## src/sfp_pkg.sv

```systemverilog
// Shared constants, opcodes, field layout and state type of the serial flash command logic
package sfp_pkg;

    // System clock rate and self-timed status-write cycle
    localparam int unsigned CLK_MHZ = 10;
    localparam int unsigned TW_US = 40;
    localparam int unsigned TW_CYC = TW_US * CLK_MHZ;
    localparam int unsigned TW_W = 16;

    // Array geometry: byte address width and protect block size
    localparam int unsigned ARRAY_AW = 25;
    localparam int unsigned BLOCK_AW = 16;
    localparam logic [31:0] ARRAY_BYTES = 32'h0200_0000;

    // Command opcodes
    localparam logic [7:0] OPC_WRITE_ENABLE = 8'h06;
    localparam logic [7:0] OPC_WRITE_DISABLE = 8'h04;
    localparam logic [7:0] OPC_STATUS_WRITE = 8'h01;
    localparam logic [7:0] OPC_STATUS_READ = 8'h05;
    localparam logic [7:0] OPC_CONFIG_READ = 8'h15;
    localparam logic [7:0] OPC_ENTER_FOUR_BYTE = 8'hB7;
    localparam logic [7:0] OPC_EXIT_FOUR_BYTE = 8'hE9;
    localparam logic [7:0] OPC_READ = 8'h03;
    localparam logic [7:0] OPC_PARAM_TABLE_READ = 8'h5A;
    localparam logic [7:0] OPC_SIGNATURE_READ = 8'hAB;
    localparam logic [7:0] OPC_MAKER_ID_READ = 8'h90;
    localparam logic [7:0] OPC_QUAD_IO_READ_TOP = 8'hEA;

    // Frame bit counts: opcode, then one or two status-write data bytes
    localparam logic [5:0] OPC_BITS = 6'h08;
    localparam logic [5:0] STATUS_WRITE_CMD_ONE_BYTE = 6'h10;
    localparam logic [5:0] STATUS_WRITE_CMD_TWO_BYTE = 6'h18;

    // Status register field positions
    localparam int unsigned SR_WIP = 0;
    localparam int unsigned SR_WEL = 1;
    localparam int unsigned SR_BP_LSB = 2;
    localparam int unsigned SR_QE = 6;
    localparam int unsigned SR_STATUS_WRITE_DISABLE_BIT = 7;

    // Configuration register field positions
    localparam int unsigned CR_ODS_LSB = 0;
    localparam int unsigned CR_TB = 3;
    localparam int unsigned CR_FOUR_BYTE = 5;
    localparam int unsigned CR_DC_LSB = 6;

    // Reset values
    localparam logic [3:0] BP_RST = 4'h0;
    localparam logic [2:0] ODS_RST = 3'h7;
    localparam logic [1:0] DC_RST = 2'h0;

    // Dummy clock counts, one nibble per field code, code 0 in the low nibble
    localparam logic [15:0] DUMMY_FAST_TBL = 16'hA868;
    localparam logic [15:0] DUMMY_DUAL_IO_TBL = 16'hA864;
    localparam logic [15:0] DUMMY_QUAD_IO_TBL = 16'hA846;

    // Serial frame states
    typedef enum logic [2:0] {
        SFP_IDLE = 3'h0,
        SFP_OPCODE = 3'h1,
        SFP_STATUS_WRITE_CMD_DATA = 3'h2,
        SFP_ADDR = 3'h3,
        SFP_LOAD = 3'h4,
        SFP_SHIFT_OUT = 3'h5,
        SFP_IGNORE = 3'h6
    } sfp_state_t;

endpackage

```

## src/sfp_ctrl.sv

```systemverilog
// Serial flash command logic: status write, protection, four-byte mode and plain read
`timescale 1ns/10ps
// Operation
// - Dummy-field code picks dummy clocks per read type; code 00 after reset.
// - Status write changes protect, quad and disable bits, never latch or busy flag.
// - Status write is refused while hardware protection is active.
// - Status write only accepted when select rises after exactly 8 or 16 data bits.
// - Self-timed status-write cycle starts when select rises on an accepted write.
// - Busy flag is 1 during the cycle, then busy and latch clear.
// - With disable bit 0, write-enable sets latch and writes work at any pin level.
// - With disable bit 1 and protect pin high, writes still allowed.
// - With disable bit 1 and protect pin low, status writes rejected despite latch.
// - Hardware protection when disable bit is 1 and protect pin low, either order.
// - Hardware protection ends by driving protect pin high or by raising quad command mode.
// - Quad enable bit or quad command mode disables hardware protection.
// - Program and erase refused inside area chosen by protect bits and top/bottom bit.
// - Enter-four-byte command sets indicator; addresses become 32 bits.
// - Exit-four-byte command or reset clears indicator; addresses back to 24 bits.
// - Table, signature, ID and top-quad reads never take a four-byte address.
// - Read samples address on serial clock rise, shifts data out on fall.
// - Read address increments per byte and wraps to zero past the top.
// - With latch 0, program, erase and status write are ignored.
// - Top/bottom bit resets to 0 for top area; 1 moves protection to bottom.
module sfp_ctrl (
    input wire logic i_clk,
    input wire logic i_nrst,
    input wire logic i_sclk,
    input wire logic i_cs_n,
    input wire logic i_si,
    input wire logic i_write_protect_pin_n,
    input wire logic i_quad_command_mode,
    output logic o_so,
    output logic o_so_oe,
    output logic [sfp_pkg::ARRAY_AW-1:0] o_mem_addr,
    input wire logic [7:0] i_mem_data,
    input wire logic i_pe_req,
    input wire logic i_pe_chip,
    input wire logic [sfp_pkg::ARRAY_AW-1:0] i_pe_addr,
    output logic o_pe_grant,
    output logic o_pe_deny,
    output logic [7:0] o_status_reg,
    output logic [7:0] o_config_reg,
    output logic o_hardware_protected_mode,
    output logic o_software_protected_mode,
    output logic o_four_byte_indicator,
    output logic [3:0] o_dummy_fast,
    output logic [3:0] o_dummy_dual_io,
    output logic [3:0] o_dummy_quad_io
);

    typedef struct packed {
        sfp_pkg::sfp_state_t st;
        logic [5:0] cnt;
        logic [7:0] sh_in;
        logic [7:0] opc;
        logic [15:0] data;
        logic [31:0] addr;
        logic [7:0] sh_out;
        logic [2:0] out_cnt;
        logic so;
        logic so_oe;
        logic write_enable_latch;
        logic write_in_progress_flag;
        logic status_write_disable_bit;
        logic quad_enable_bit;
        logic [3:0] block_protect;
        logic top_bottom;
        logic [1:0] dummy_cycle_field;
        logic [2:0] drive_strength;
        logic four_byte_indicator;
        logic hardware_protected_mode;
        logic [sfp_pkg::TW_W-1:0] tw_cnt;
        logic sclk_d;
        logic cs_n_d;
        logic pe_grant;
        logic pe_deny;
    } sfp_ctrl_state_t;

    sfp_ctrl_state_t r;
    sfp_ctrl_state_t n;

    logic [4:0] pins_sync;
    logic sclk_s;
    logic cs_n_s;
    logic si_s;
    logic wp_n_s;
    logic qpi_s;
    logic sclk_rise;
    logic sclk_fall;
    logic cs_rise;
    logic cs_fall;
    logic [7:0] status_byte;
    logic [7:0] config_byte;

    // Pick one dummy count out of a nibble table
    function automatic logic [3:0] dummy_pick(input logic [15:0] tbl, input logic [1:0] code);
        return tbl[{code, 2'b00} +: 4];
    endfunction

    // Address bytes of an addressed command in the present address mode
    function automatic logic [2:0] addr_bytes(input logic [7:0] opc, input logic four_byte);
        logic [2:0] nb;
        nb = four_byte ? 3'h4 : 3'h3;
        if (opc == sfp_pkg::OPC_PARAM_TABLE_READ || opc == sfp_pkg::OPC_SIGNATURE_READ ||
            opc == sfp_pkg::OPC_MAKER_ID_READ || opc == sfp_pkg::OPC_QUAD_IO_READ_TOP) begin
            nb = 3'h3;
        end
        return nb;
    endfunction

    // True when an address falls inside the block-protected area
    function automatic logic area_locked(input logic [sfp_pkg::ARRAY_AW-1:0] a,
                                         input logic [3:0] bp, input logic tb);
        logic [31:0] size;
        logic [31:0] aa;
        logic hit;
        size = 32'h0000_0001 << (sfp_pkg::BLOCK_AW + 32'(bp) - 32'h1);
        aa = 32'(a);
        hit = 1'b0;
        if (bp == 4'h0) begin
            hit = 1'b0;
        end else if (size >= sfp_pkg::ARRAY_BYTES) begin
            hit = 1'b1;
        end else if (tb) begin
            hit = aa < size;
        end else begin
            hit = aa >= (sfp_pkg::ARRAY_BYTES - size);
        end
        return hit;
    endfunction

    // All pins come from the host's domain, so they pass two flip-flops first
    // Active-low pins enter inverted so cleared stages read idle: no false edge after reset
    sfp_sync #(
        .W(5)
    ) u_sync (
        .i_clk(i_clk),
        .i_nrst(i_nrst),
        .i_d({i_quad_command_mode, ~i_write_protect_pin_n, i_si, ~i_cs_n, i_sclk}),
        .o_q(pins_sync)
    );

    assign sclk_s = pins_sync[0];
    assign cs_n_s = ~pins_sync[1];
    assign si_s = pins_sync[2];
    assign wp_n_s = ~pins_sync[3];
    assign qpi_s = pins_sync[4];

    // Edges found on the synchronised copies only
    assign sclk_rise = sclk_s & ~r.sclk_d;
    assign sclk_fall = ~sclk_s & r.sclk_d;
    assign cs_rise = cs_n_s & ~r.cs_n_d;
    assign cs_fall = ~cs_n_s & r.cs_n_d;

    // Readable register images
    always_comb begin
        status_byte = 8'h00;
        status_byte[sfp_pkg::SR_STATUS_WRITE_DISABLE_BIT] = r.status_write_disable_bit;
        status_byte[sfp_pkg::SR_QE] = r.quad_enable_bit;
        status_byte[sfp_pkg::SR_BP_LSB +: 4] = r.block_protect;
        status_byte[sfp_pkg::SR_WEL] = r.write_enable_latch;
        status_byte[sfp_pkg::SR_WIP] = r.write_in_progress_flag;
        config_byte = 8'h00;
        config_byte[sfp_pkg::CR_DC_LSB +: 2] = r.dummy_cycle_field;
        config_byte[sfp_pkg::CR_FOUR_BYTE] = r.four_byte_indicator;
        config_byte[sfp_pkg::CR_TB] = r.top_bottom;
        config_byte[sfp_pkg::CR_ODS_LSB +: 3] = r.drive_strength;
    end

    // Next-state logic for the whole block
    always_comb begin
        n = r;
        n.sclk_d = sclk_s;
        n.cs_n_d = cs_n_s;
        n.pe_grant = 1'b0;
        n.pe_deny = 1'b0;

        // Protect pin low with disable bit set locks; quad use removes the lock
        n.hardware_protected_mode = r.status_write_disable_bit & ~wp_n_s &
                                    ~r.quad_enable_bit & ~qpi_s;

        // Self-timed status-write cycle; latch drops together with busy
        if (r.write_in_progress_flag) begin
            if (r.tw_cnt <= sfp_pkg::TW_W'(1)) begin
                n.tw_cnt = '0;
                n.write_in_progress_flag = 1'b0;
                n.write_enable_latch = 1'b0;
            end else begin
                n.tw_cnt = r.tw_cnt - sfp_pkg::TW_W'(1);
            end
        end

        if (cs_fall) begin
            // New frame: partial old opcode must not act at the next select rise
            n.st = sfp_pkg::SFP_OPCODE;
            n.cnt = 6'h00;
            n.opc = 8'h00;
            n.addr = 32'h0000_0000;
            n.data = 16'h0000;
            n.so_oe = 1'b0;
        end else if (cs_rise) begin
            n.st = sfp_pkg::SFP_IDLE;
            n.so_oe = 1'b0;
            case (r.opc)
                sfp_pkg::OPC_WRITE_ENABLE: begin
                    // Latch sets whatever the protect pin level
                    if (r.cnt == sfp_pkg::OPC_BITS && !r.write_in_progress_flag) begin
                        n.write_enable_latch = 1'b1;
                    end
                end
                sfp_pkg::OPC_WRITE_DISABLE: begin
                    if (r.cnt == sfp_pkg::OPC_BITS && !r.write_in_progress_flag) begin
                        n.write_enable_latch = 1'b0;
                    end
                end
                sfp_pkg::OPC_ENTER_FOUR_BYTE: begin
                    if (r.cnt == sfp_pkg::OPC_BITS) begin
                        n.four_byte_indicator = 1'b1;
                    end
                end
                sfp_pkg::OPC_EXIT_FOUR_BYTE: begin
                    if (r.cnt == sfp_pkg::OPC_BITS) begin
                        n.four_byte_indicator = 1'b0;
                    end
                end
                sfp_pkg::OPC_STATUS_WRITE: begin
                    // Only whole bytes, only with latch, never under lock or busy
                    if ((r.cnt == sfp_pkg::STATUS_WRITE_CMD_ONE_BYTE || r.cnt == sfp_pkg::STATUS_WRITE_CMD_TWO_BYTE) &&
                        r.write_enable_latch && !r.hardware_protected_mode &&
                        !r.write_in_progress_flag) begin
                        if (r.cnt == sfp_pkg::STATUS_WRITE_CMD_ONE_BYTE) begin
                            n.status_write_disable_bit = r.data[sfp_pkg::SR_STATUS_WRITE_DISABLE_BIT];
                            n.quad_enable_bit = r.data[sfp_pkg::SR_QE];
                            n.block_protect = r.data[sfp_pkg::SR_BP_LSB +: 4];
                        end else begin
                            n.status_write_disable_bit = r.data[8 + sfp_pkg::SR_STATUS_WRITE_DISABLE_BIT];
                            n.quad_enable_bit = r.data[8 + sfp_pkg::SR_QE];
                            n.block_protect = r.data[8 + sfp_pkg::SR_BP_LSB +: 4];
                            n.dummy_cycle_field = r.data[sfp_pkg::CR_DC_LSB +: 2];
                            n.drive_strength = r.data[sfp_pkg::CR_ODS_LSB +: 3];
                            // One-time bit: it can be set but only reset clears it
                            n.top_bottom = r.top_bottom | r.data[sfp_pkg::CR_TB];
                        end
                        n.write_in_progress_flag = 1'b1;
                        n.tw_cnt = sfp_pkg::TW_W'(sfp_pkg::TW_CYC);
                    end
                end
                default: begin
                end
            endcase
        end else if (!cs_n_s && sclk_rise) begin
            // Input bits are taken on serial clock rise; count saturates
            n.sh_in = {r.sh_in[6:0], si_s};
            if (r.cnt != 6'h3F) begin
                n.cnt = r.cnt + 6'h01;
            end
            case (r.st)
                sfp_pkg::SFP_OPCODE: begin
                    if (r.cnt == sfp_pkg::OPC_BITS - 6'h01) begin
                        n.opc = {r.sh_in[6:0], si_s};
                        case ({r.sh_in[6:0], si_s})
                            sfp_pkg::OPC_READ: begin
                                // A read during a write cycle is dropped, not stalled
                                n.st = r.write_in_progress_flag ? sfp_pkg::SFP_IGNORE :
                                       sfp_pkg::SFP_ADDR;
                            end
                            sfp_pkg::OPC_STATUS_READ: n.st = sfp_pkg::SFP_LOAD;
                            sfp_pkg::OPC_CONFIG_READ: n.st = sfp_pkg::SFP_LOAD;
                            sfp_pkg::OPC_STATUS_WRITE: n.st = sfp_pkg::SFP_STATUS_WRITE_CMD_DATA;
                            default: n.st = sfp_pkg::SFP_IGNORE;
                        endcase
                    end
                end
                sfp_pkg::SFP_STATUS_WRITE_CMD_DATA: begin
                    n.data = {r.data[14:0], si_s};
                end
                sfp_pkg::SFP_ADDR: begin
                    n.addr = {r.addr[30:0], si_s};
                    // Last address bit is taken at count 8 * bytes + 7, opcode included
                    if (r.cnt == {addr_bytes(r.opc, r.four_byte_indicator),
                                  3'b111}) begin
                        n.st = sfp_pkg::SFP_LOAD;
                    end
                end
                default: begin
                end
            endcase
        end else if (r.st == sfp_pkg::SFP_LOAD) begin
            // Memory answers in the same cycle as the address it sees
            if (r.opc == sfp_pkg::OPC_READ) begin
                n.sh_out = i_mem_data;
            end else if (r.opc == sfp_pkg::OPC_STATUS_READ) begin
                n.sh_out = status_byte;
            end else begin
                n.sh_out = config_byte;
            end
            n.out_cnt = 3'h0;
            n.st = sfp_pkg::SFP_SHIFT_OUT;
        end else if (!cs_n_s && sclk_fall && r.st == sfp_pkg::SFP_SHIFT_OUT) begin
            // Output bits change on serial clock fall
            n.so = r.sh_out[7];
            n.so_oe = 1'b1;
            n.sh_out = {r.sh_out[6:0], 1'b0};
            n.out_cnt = r.out_cnt + 3'h1;
            if (r.out_cnt == 3'h7) begin
                if (r.opc == sfp_pkg::OPC_READ) begin
                    // Low bits roll over to zero past the top of the array
                    n.addr = r.addr + 32'h0000_0001;
                end
                n.st = sfp_pkg::SFP_LOAD;
            end
        end

        // Program and erase gate: latch, idle, outside the locked area
        if (i_pe_req) begin
            if (r.write_enable_latch && !r.write_in_progress_flag &&
                !area_locked(i_pe_addr, r.block_protect, r.top_bottom) &&
                !(i_pe_chip && r.block_protect != 4'h0)) begin
                n.pe_grant = 1'b1;
                n.write_enable_latch = 1'b0;
            end else begin
                n.pe_deny = 1'b1;
            end
        end
    end

    // State register; reset also drops four-byte mode
    always_ff @(posedge i_clk or negedge i_nrst) begin
        if (!i_nrst) begin
            r <= '0;
            r.st <= sfp_pkg::SFP_IDLE;
            r.block_protect <= sfp_pkg::BP_RST;
            r.drive_strength <= sfp_pkg::ODS_RST;
            r.dummy_cycle_field <= sfp_pkg::DC_RST;
            r.four_byte_indicator <= 1'b0;
            r.top_bottom <= 1'b0;
            r.sclk_d <= 1'b0;
            r.cs_n_d <= 1'b1;
        end else begin
            r <= n;
        end
    end

    // Outputs
    assign o_so = r.so;
    assign o_so_oe = r.so_oe;
    assign o_mem_addr = r.addr[sfp_pkg::ARRAY_AW-1:0];
    assign o_pe_grant = r.pe_grant;
    assign o_pe_deny = r.pe_deny;
    assign o_status_reg = status_byte;
    assign o_config_reg = config_byte;
    assign o_hardware_protected_mode = r.hardware_protected_mode;
    assign o_software_protected_mode = ~r.hardware_protected_mode;
    assign o_four_byte_indicator = r.four_byte_indicator;
    assign o_dummy_fast = dummy_pick(sfp_pkg::DUMMY_FAST_TBL, r.dummy_cycle_field);
    assign o_dummy_dual_io = dummy_pick(sfp_pkg::DUMMY_DUAL_IO_TBL, r.dummy_cycle_field);
    assign o_dummy_quad_io = dummy_pick(sfp_pkg::DUMMY_QUAD_IO_TBL, r.dummy_cycle_field);

endmodule

```

## src/sfp_sync.sv

```systemverilog
// Two flip-flop synchroniser for the serial pins
`timescale 1ns/10ps
module sfp_sync #(
    parameter int unsigned W = 5
) (
    input wire logic i_clk,
    input wire logic i_nrst,
    input wire logic [W-1:0] i_d,
    output logic [W-1:0] o_q
);

    typedef struct packed {
        logic [W-1:0] meta;
        logic [W-1:0] stable;
    } sfp_sync_state_t;

    sfp_sync_state_t r;
    sfp_sync_state_t n;

    // First stage feeds only the second stage
    always_comb begin
        n = r;
        n.meta = i_d;
        n.stable = r.meta;
    end

    always_ff @(posedge i_clk or negedge i_nrst) begin
        if (!i_nrst) begin
            r <= '0;
        end else begin
            r <= n;
        end
    end

    assign o_q = r.stable;

endmodule

```

## config.mk

```make
export PLATFORM = sky130hd
export DESIGN_NAME = sfp_ctrl
export DESIGN_NICKNAME = d
export VERILOG_FILES = /design/src/sfp_pkg.sv /design/src/sfp_ctrl.sv /design/src/sfp_sync.sv
export SDC_FILE = /design/constraint.sdc
export NUM_CORES = 1
export LEC_CHECK = 0
export BUFFER_PORTS_ARGS = -buffer_cell sky130_fd_sc_hd__buf_2
export CAP_MARGIN = 15
export CORE_UTILIZATION = 65
export CTS_BUF_LIST = sky130_fd_sc_hd__clkbuf_2 sky130_fd_sc_hd__clkbuf_4 sky130_fd_sc_hd__clkbuf_8
export DETAILED_ROUTE_END_ITERATION = 10
export GPL_ROUTABILITY_DRIVEN = 0
export PLACE_DENSITY = 0.88
export SYNTH_ARGS = -nofsm -noshare
export SYNTH_HDL_FRONTEND = slang
export SYNTH_HIERARCHICAL = 1
export SYNTH_SLANG_ARGS = --single-unit
export TNS_END_PERCENT = 1
```

## constraint.sdc

```tcl
create_clock -name i_clk -period 6.9 [get_ports i_clk]
set_input_delay 1.725 -clock i_clk [delete_from_list [all_inputs] [get_ports i_clk]]
set_output_delay 1.725 -clock i_clk [all_outputs]
set_load 0.02 [all_outputs]
```

==> metrics, run 1 <==
largest net degree at the start of global routing 73; Critical Path Sink o_status_reg[0]; NumNets Final between 1k and 1.5k; area grow syn2layout 9.43%; Reg2Reg Setup Slack approximately 3800 ps; post-cts sizing count 0; dominant synthesized flop cell dfrtp_1; combinational family with the most area after synthesis simple AND/OR/NAND/NOR gates; antenna-violating nets left 0; Synthesis Warnings 6; Crit. Startpoint o_status_reg[0]; final setup TNS 0 ps; final hold slack 352 ps; share of flip-flops with an asynchronous set or reset 1.00; number of global-route vias before repair around 6.4k; WL/cell around 16 microns; Setup Buffers After CTS 0; Worst path depth 1; DRC viols 0; top cell type's share of synthesized area 0.370; Max Cap Viol 0; CTS root buf clkbuf_8; crit-path max cell delay about 750 ps; Total GRT Usage 0.301; crit path kind reg -> out; drt initial violations 671; row count 40; nature of the critical path endpoint output pin; CP startpoint kind register; First-pass DRT Iterations 5; Slew Limit Headroom 0.264; Max VDD drop roughly 260 uV; global-route wire length before repair approximately 31000 microns; GR Overflow Total 0; slowest stage cell, crit path dfrtp_1; crit-path cells buf_2; CTS buffer count 17; clock buffer depth 2; Post-DP HPWL 12700 microns; post-synthesis compound-gate area fraction 0.157; CP required slightly above 5000 ps; top-count cell post-synth nand2_1; Slew Viols, Final 0; min-delay worst type reg -> reg; R2R Path End o_mem_addr[22]; Inserted Diodes 0; Fmax around 310 MHz; pwr dens 203 nW/um^2; syn avg cell area slightly below 9 sq um; H-tree levels 4; Die Y between 100 and 150 microns; most instantiated cells after synthesis nand2_1 (128), dfrtp_1 (120), o21ai_0 (83); clk_lat worst skew 470 ps; # fillers 902; Static Leakage about 0.0043 uW; clock slew at reported path FFs ~80 ps; Via density about 6; final wirelength ~18000 microns; Synth Area in Simple Gates 0.208; Adder-Cell Fraction of Synth Area 0.0941; io pins about 100; antenna violations before repair 0; mux share of post-synthesis cell area 0.0545; Buf+Inv Stages, Crit Path 1; max reg flops between 60 and 70; Least-Margin Pin Slew about 1100 ps; port bufs 97; Final Cycle Share 0.467; CTS sink cnt roughly 120; R2R depth 6; post-synthesis cell count roughly 900; status finished clean; register area share after synthesis 0.383; crit path time final approximately 3200 ps; die area 12900 sq um; CP top delay family flip-flops; Die X-Extent 114 microns; worst r2r src r[120]; largest cells by area after synthesis dfrtp_1 (37%), ha_1 (9.4%), nand2_1 (5.9%); starting density of the core 0.672; Unique masters post-synth 77; fraction of layout cells with a size suffix above 1 0.186; CTS Hold Bufs 0; via count 6942; Hold Violations, Final 0; storage element area approximately 3100 sq um; Final Skew 13.0 ps; Post-Syn Area about 8100 sq um; Post-synth EDFFs 0; CP max FO 18; RSZ-0062 raised after global routing no; data arrival time of the worst path approximately 1500 ps; multi-input logic area ~4400 sq um; core area between 10000 and 15000 sq um; Yosys reg bits between 100 and 150; final setup fails 0; largest area contributor in the netlist dfrtp_1; Synth Area in XOR/XNOR 0.0184; CTS tree yes
==> how the worst min path moves through the flow <==
stage	from	to	cells after the start
final	u_sync/n[0]	u_sync/o_q[0]	0
after floorplan	u_sync/n[0]	u_sync/o_q[0]	0
after global routing	u_sync/n[3]	u_sync/o_q[3]	0
after detailed placement	u_sync/n[0]	u_sync/o_q[0]	0
after global placement	u_sync/n[1]	u_sync/o_q[1]	0
after CTS	u_sync/n[0]	u_sync/o_q[0]	0
==> cell usage in the layout, fill, tap and decap left out, drive strengths merged, types with 8 or more instances in the layout <==
| cell type | count |
|---|---|
| nand3 | 36 |
| nor2 | 67 |
| a21oi | 27 |
| buf | 101 |
| xnor2 | 8 |
| nor2b | 12 |
| inv | 36 |
| clkbuf | 17 |
| dfrtp | 120 |
| xor2 | 9 |
| a22oi | 8 |
| o211ai | 10 |
| conb | 27 |
| nand2 | 128 |
| nand3b | 8 |
| a31oi | 11 |
| nor4 | 12 |
| ha | 61 |
| o21ai | 84 |
| mux2 | 30 |
| nand4 | 16 |
| mux2i | 10 |
| nor3 | 17 |
==> logic make-up after synthesis <==
group | Yosys count
other | 2
adder cells (fa/ha/maj) | 61
AND/OR/NAND/NOR | 339
multiplexers | 40
flip-flops | 124
XOR/XNOR | 17
buffers and inverters | 128
AO/OA/AOI/OAI | 202
==> routing by layer <==
layer,GRT usage,wire length (microns)
met5,0,0
met4,0.108,342
met3,0.0739,1260
met2,0.463,8660
met1,0.415,8130
==> where the power goes <==
part	internal (uW)	total [uW]	switching (uW)
Combinational	86.3	217	130
Clock	467	778	311
Sequential	772	811	38.7
==> through the flow <==
stage | instance area [sq um] | setup slack, ps | util | total power, uW | instances
final | 8870 | 3680 | 0.736 | 1810 | 1146
after global routing | 8870 | 3580 | 0.736 | 1870 | 1146
after CTS | 8860 | 3690 | 0.735 | 1800 | 1145
after detailed placement | 8380 | 3280 | 0.695 | 1030 | 1113
after global placement | 8380 | 3300 | 0.695 | 1030 | 1113
after floorplan | 8200 | 3570 | - | 961 | 938
==> cell type report <==
class	count	share of cell area
Clock buffer	17	0.0264
Clock inverter	15	0.0276
Timing Repair Buffer	101	0.0588
Multi-Input combinational cell	686	0.498
Tap cell	168	0.0237
Sequential cell	124	0.350
Inverter	35	0.0148
==> worst register-to-register path, delay by kind of cell (launching register included) <==
family	cells	cell delay (ps)
AOI/OAI and AO/OA	2	1140
DFF	1	440
and+or+nand+nor	4	1480
Power figures use the tool's default switching activity.
==> inputs of run 2 (changes only) <==
- CORE_UTILIZATION: 65 -> 55
- PLACE_DENSITY: 0.88 -> 0.79
- clock period: 6.9 -> 2.9 ns (I/O delays scaled with it)
==> run 2 against run 1 <==
Cell area grew 1.6%. First-iteration DRC count shrank 12%. Flip-flop and latch count is the same. Via count shrank 0.42%. Critical path depth grew 8. Worst hold slack lost 83 ps. Register-to-register slack lost 3600 ps. Sequential share of layout area shrank 0.54 points. Largest power group unchanged.
==> metrics, run 2 (synthesis gave the netlist of run 1 again) <==
Slew Viols, Final 0 (unchanged); First-pass DRT Iterations 5 (unchanged); antenna violations before repair 2 (+2); Least-Margin Pin Slew 813 ps (-290 ps); min-delay worst type in -> async; final setup fails 0 (unchanged); CTS sink cnt 124 (unchanged); Total Power 4020 uW (+120%); CP required 3250 ps (-1930 ps); drt initial violations 590 (-12%); CP startpoint kind register; Setup Buffers After CTS 0 (unchanged); die area 15200 sq um (+18%); Fmax ~360 MHz; commonest non-fill, non-tap cell in the layout nand2_1; core area 14500 sq um (+20%); port bufs 97 (unchanged); Final Cycle Share 0.953; CP max FO 8 (-10); CTS tree yes; largest net degree at the start of global routing 46 (-37%); data arrival time of the worst path 3110 ps (+1610 ps); R2R Path End o_status_reg[1]; area grow syn2layout 11.2%; Reg2Reg Setup Slack 140 ps (-3640 ps); crit path time final roughly 2800 ps; Internal 2910 uW (+120%); Die X-Extent 123 microns (+8.6%); storage element area 3110 sq um (about the same); starting density of the core 0.560 (-0.112); Max VDD drop 312 uV (+21%); CTS root buf clkbuf_8; NetSw 1120 uW (+130%); H-tree levels 4 (unchanged); Via density 5.83 (-3.7%); Clock Power Share 0.386 (-0.045); fraction of layout cells with a size suffix above 1 0.207 (+0.0211); global-route wire length before repair 30600 microns (-0.52%); WL/cell 15.7 microns (-2.0%); Hold Violations, Final 0 (unchanged); nature of the critical path endpoint register; via count 6913 (-0.42%); Total GRT Usage 0.260 (-0.0410); final wirelength 18600 microns (+1.3%); Finished Core Util 0.623 (-0.113); clk_lat worst skew 450 ps (-20 ps); DRC viols 0 (unchanged); Critical Path Sink o_status_reg[1]; Flop pwr share 0.482 (+0.033); pwr dens 446 nW/um^2 (+120%); final instance area 9020 sq um (+1.6%); Slew Limit Headroom 0.452 (+0.188); switching part of the total 0.278 (+0.0118); crit path kind reg -> reg; antenna-violating nets left 0 (unchanged); Post-DP HPWL 13700 microns (+7.8%); dpl cells 1151 (+3.4%); Final Skew 9.53 ps (-3.51 ps); max reg flops 69 (unchanged); placed cell areas 8590 sq um (+2.5%); Max Cap Viol 0 (unchanged); Crit. Startpoint o_status_reg[5]; Static Leakage 0.00432 uW (+1.4%); io pins 102 (unchanged); Die Y 123 microns (+8.6%); GR Overflow Total 0 (unchanged); # fillers 1263 (+40%); commonest cells after routing, fill and taps aside nand2_1 (128), dfrtp_1 (119), buf_2 (96); Finished Layout Cells 1185 (+3.4%); R2R depth 9 (+3); RSZ-0062 raised after global routing no; clock buffer depth 2 (unchanged); worst r2r src o_status_reg[5]; number of global-route vias before repair 6326 (-1.6%); clock slew at reported path FFs 70 ps (about the same); CTS buffer count 17 (unchanged); status finished clean; multi-input logic area 4430 sq um (+0.25%); NumNets Final 1089 (+2.0%); row count 44 (+10%); final setup TNS 0 ps (unchanged); combinational power share 0.133 (+0.013)
-- run 2: cell count changes in the layout (fill, tap and decap cells not counted), moves of 3 or more --
cell	delta
buf_4	+20
bufinv_16	-4
clkbuf_8	+3
clkinv_4	-3
clkinvlp_4	+5
-- run 2: final cells by class --
type                            count  share of cell area
Timing Repair Buffer              122              0.0777
Sequential cell                   124               0.345
Tap cell                          184              0.0255
Multi-Input combinational cell    686               0.492
Antenna cell                        2            0.000555
Inverter                           35              0.0146
Clock inverter                     10              0.0128
Clock buffer                       22              0.0322
-- run 2: power by group through the flow --
stage / registers (uW) / clock network, uW / logic (uW)
after floorplan: 1940 / 0 / 345
after global placement: 1960 / 0 / 512
after detailed placement: 1970 / 0 / 529
after CTS: 1930 / 1570 / 530
after global routing: 1950 / 1650 / 603
final: 1940 / 1550 / 534
-- run 2: worst max-delay path: stages (launching register included) --
cell and delay (ps):
dfrtp_1 450, nor2_2 300, nand2_1 120, ha_1 300, and3_1 180, a221oi_1 410
o221a_2 250, o211ai_1 130, a221o_1 370, and3_1 150
-- run 2: metal layers --
layer	up-vias	GRT usage	wire length [microns]
met2	218	0.402	8590
met1	3304	0.354	8670
met3	37	0.0577	936
met4	0	0.102	444
met5	-	0	0
li1	3354	-	-
-- run 2: worst min path at each step --
stage	from	endpoint	slack [ps]	cells after the start
final	i_nrst	o_mem_addr[10]	270	1
after detailed placement	u_sync/n[1]	u_sync/o_q[1]	340	0
after global placement	u_sync/n[1]	u_sync/o_q[1]	330	0
after CTS	i_nrst	o_mem_addr[24]	280	1
after global routing	i_nrst	o_mem_addr[24]	310	1
after floorplan	u_sync/n[0]	u_sync/o_q[0]	330	0
-- run 2: what timing repair did --
action                                  CTS  global route
endpoints found under the hold margin     0             0
gates resized for setup                   0             4
endpoints found under the setup margin    0             2
hold buffers                              0             0
-- run 2: per-stage QoR --
step	hold WS [ps]	setup slack, ps
2_1_floorplan	331	327
3_3_place_gp	331	145
3_5_place_dp	338	64.5
4_1_cts	276	49.9
5_1_grt	306	3.16
6_report	269	137
==> inputs of run 3 (changes only) <==
- BUFFER_PORTS_ARGS: -buffer_cell sky130_fd_sc_hd__buf_2 -> -buffer_cell sky130_fd_sc_hd__clkbuf_2
- CORE_UTILIZATION: 55 -> 51
- PLACE_DENSITY: 0.79 -> 0.74
==> run 3 against run 2 <==
Worst hold slack better by 32 ps. Critical endpoint unchanged. Critical path depth up 1. Cell count up 2.3%. Count of clock-buffer cells in the layout down 2. Utilization down 2.9 points. Routed wire length up 1.3%. First-iteration DRC count up 8.3%. Flip-flop and latch count unchanged. Combinational power about the same. Clock power up 14%. Non-clock buffer count up 2.
==> metrics, run 3 (synthesis gave the netlist of run 1 again) <==
CTS tree yes; Final Cycle Share 0.933 (-0.0196); RSZ-0062 raised after global routing no; antenna-violating nets left 0 (unchanged); Clock Power Share 0.417 (+0.031); Max Cap Viol 0 (unchanged); Flop pwr share 0.457 (-0.025); area grow syn2layout 12.5%; Via density 5.68 (-2.7%); final wirelength 18900 microns (+1.3%); number of global-route vias before repair 6317 (-0.14%); Post-DP HPWL 13900 microns (+0.98%); nature of the critical path endpoint register; max reg flops 69 (unchanged); Setup Buffers After CTS 0 (unchanged); post-cts sizing count 0 (unchanged); Final Skew 12.2 ps (+2.65 ps); Inserted Diodes 0 (-2); via count 6879 (-0.49%); NumNets Final 1091 (+0.18%); Total GRT Usage 0.244 (-0.0160); row count 45 (+2.3%); clock buffer depth 2 (unchanged); CP required 3240 ps (about the same); Hold Violations, Final 0 (unchanged); pwr dens 464 nW/um^2 (+4.0%); CTS buffer count 17 (unchanged); CP top delay family simple AND/OR/NAND/NOR gates; H-tree levels 4 (unchanged); status finished clean; placed cell areas 8640 sq um (+0.57%); clk_lat worst skew 450 ps (about the same); final setup TNS 0 ps (unchanged); final setup fails 0 (unchanged); port bufs 97 (unchanged); Static Leakage 0.00435 uW (+0.60%); io pins 102 (unchanged); clock slew at reported path FFs 80 ps (about the same); min-delay worst type in -> async; CTS Hold Bufs 0 (unchanged); Least-Margin Pin Slew 773 ps (-40.2 ps); final instance area 9120 sq um (+1.1%); Slew Viols, Final 0 (unchanged); commonest cells after routing, fill and taps aside nand2_1 (128), dfrtp_1 (120), clkbuf_2 (96); data arrival time of the worst path 3050 ps (-60 ps); slowest stage cell, crit path dfrtp_1; crit-path cells inv_1, nor2_2, nand3_1, ha_1, nand4_1, nor4_4, o21ai_0, a21o_1, a221o_1, and3_1; largest net degree at the start of global routing 47 (+2.2%); crit-path max cell delay 450 ps (about the same); Die Y 128 microns (+3.8%); combinational power share 0.126 (-0.007); core area 15400 sq um (+6.2%); First-pass DRT Iterations 5 (unchanged); CTS root buf clkbuf_8; Slew Limit Headroom 0.479 (+0.0271); Die X-Extent 128 microns (+3.8%); CTS sink cnt 124 (unchanged); fraction of layout cells with a size suffix above 1 0.208 (+0.000585); Fmax 370 MHz (+2.1%); GR Overflow Total 0 (unchanged); # fillers 1361 (+7.8%); CP startpoint kind register; Internal 3120 uW (+7.2%); global-route wire length before repair 31500 microns (+3.1%); crit path kind reg -> reg; starting density of the core 0.528 (-0.0325); switching part of the total 0.263 (-0.0144); antenna violations before repair 0 (-2); DRC viols 0 (unchanged); CP max FO 8 (unchanged); WL/cell 15.6 microns (-0.96%); Max VDD drop 470 uV (+50%); die area 16400 sq um (+7.7%); NetSw 1110 uW (-0.32%); Buf+Inv Stages, Crit Path 1 (+1); drt initial violations 639 (+8.3%); commonest non-fill, non-tap cell in the layout nand2_1; crit path time final 2710 ps (-57.0 ps)
[run 3: worst reg2reg max path, stage by stage, from the launching register on]
cell	delay, ps
dfrtp_1	450
inv_1	180
nor2_2	180
nand3_1	120
ha_1	310
nand4_1	210
nor4_4	360
o21ai_0	130
a21o_1	180
a221o_1	340
and3_1	150
[run 3: power by group through the flow]
| stage | Combinational (uW) | Clock (uW) | Sequential [uW] |
|---|---|---|---|
| 2_1_floorplan | 345 | 0 | 1940 |
| 3_3_place_gp | 510 | 0 | 1960 |
| 3_5_place_dp | 525 | 0 | 1970 |
| 4_1_cts | 527 | 1790 | 1930 |
| 5_1_grt | 600 | 1870 | 1950 |
| 6_report | 532 | 1760 | 1930 |
[run 3: cell type report]
type                       instances  area (sq um)  share of cell area
tap                              211           264              0.0290
clock buffer                      20           263              0.0288
multi-input combinational        686          4440               0.487
inverter                          35           131              0.0144
clock inverter                    12           194              0.0213
timing repair buffer             124           716              0.0785
sequential                       124          3110               0.341
[run 3: worst paths after layout]
check / cells after the start / slack, ps / from / to
worst min register to register: 0 / 350 / u_sync/n[1] / u_sync/o_q[1]
worst max-delay path: 10 / 190 / o_status_reg[4] / o_status_reg[1]
max in group asynchronous: 2 / 1900 / i_nrst / r[2]
worst max register to register: 10 / 190 / o_status_reg[4] / o_status_reg[1]
worst min-delay path: 1 / 300 / i_nrst / o_config_reg[3]
min in group i_clk: 0 / 350 / u_sync/n[1] / u_sync/o_q[1]
[run 3: routing by layer]
layer,track usage,part of all wire
met4,0.0747,0.015
met1,0.344,0.47
met5,0,0
met3,0.0509,0.051
met2,0.376,0.46
[run 3: stage by stage]
| stage | total power [uW] | hold WS, ps | util | cells | worst slack [ps] |
|---|---|---|---|---|---|
| detailed placement | 2490 | 336 | 0.562 | 1180 | 122 |
| CTS | 4250 | 305 | 0.592 | 1212 | 108 |
| floorplan | 2290 | 331 | - | 938 | 327 |
| global placement | 2470 | 332 | 0.562 | 1180 | 257 |
| finish | 4230 | 301 | 0.593 | 1212 | 194 |
| global route | 4420 | 329 | 0.593 | 1212 | 23.3 |
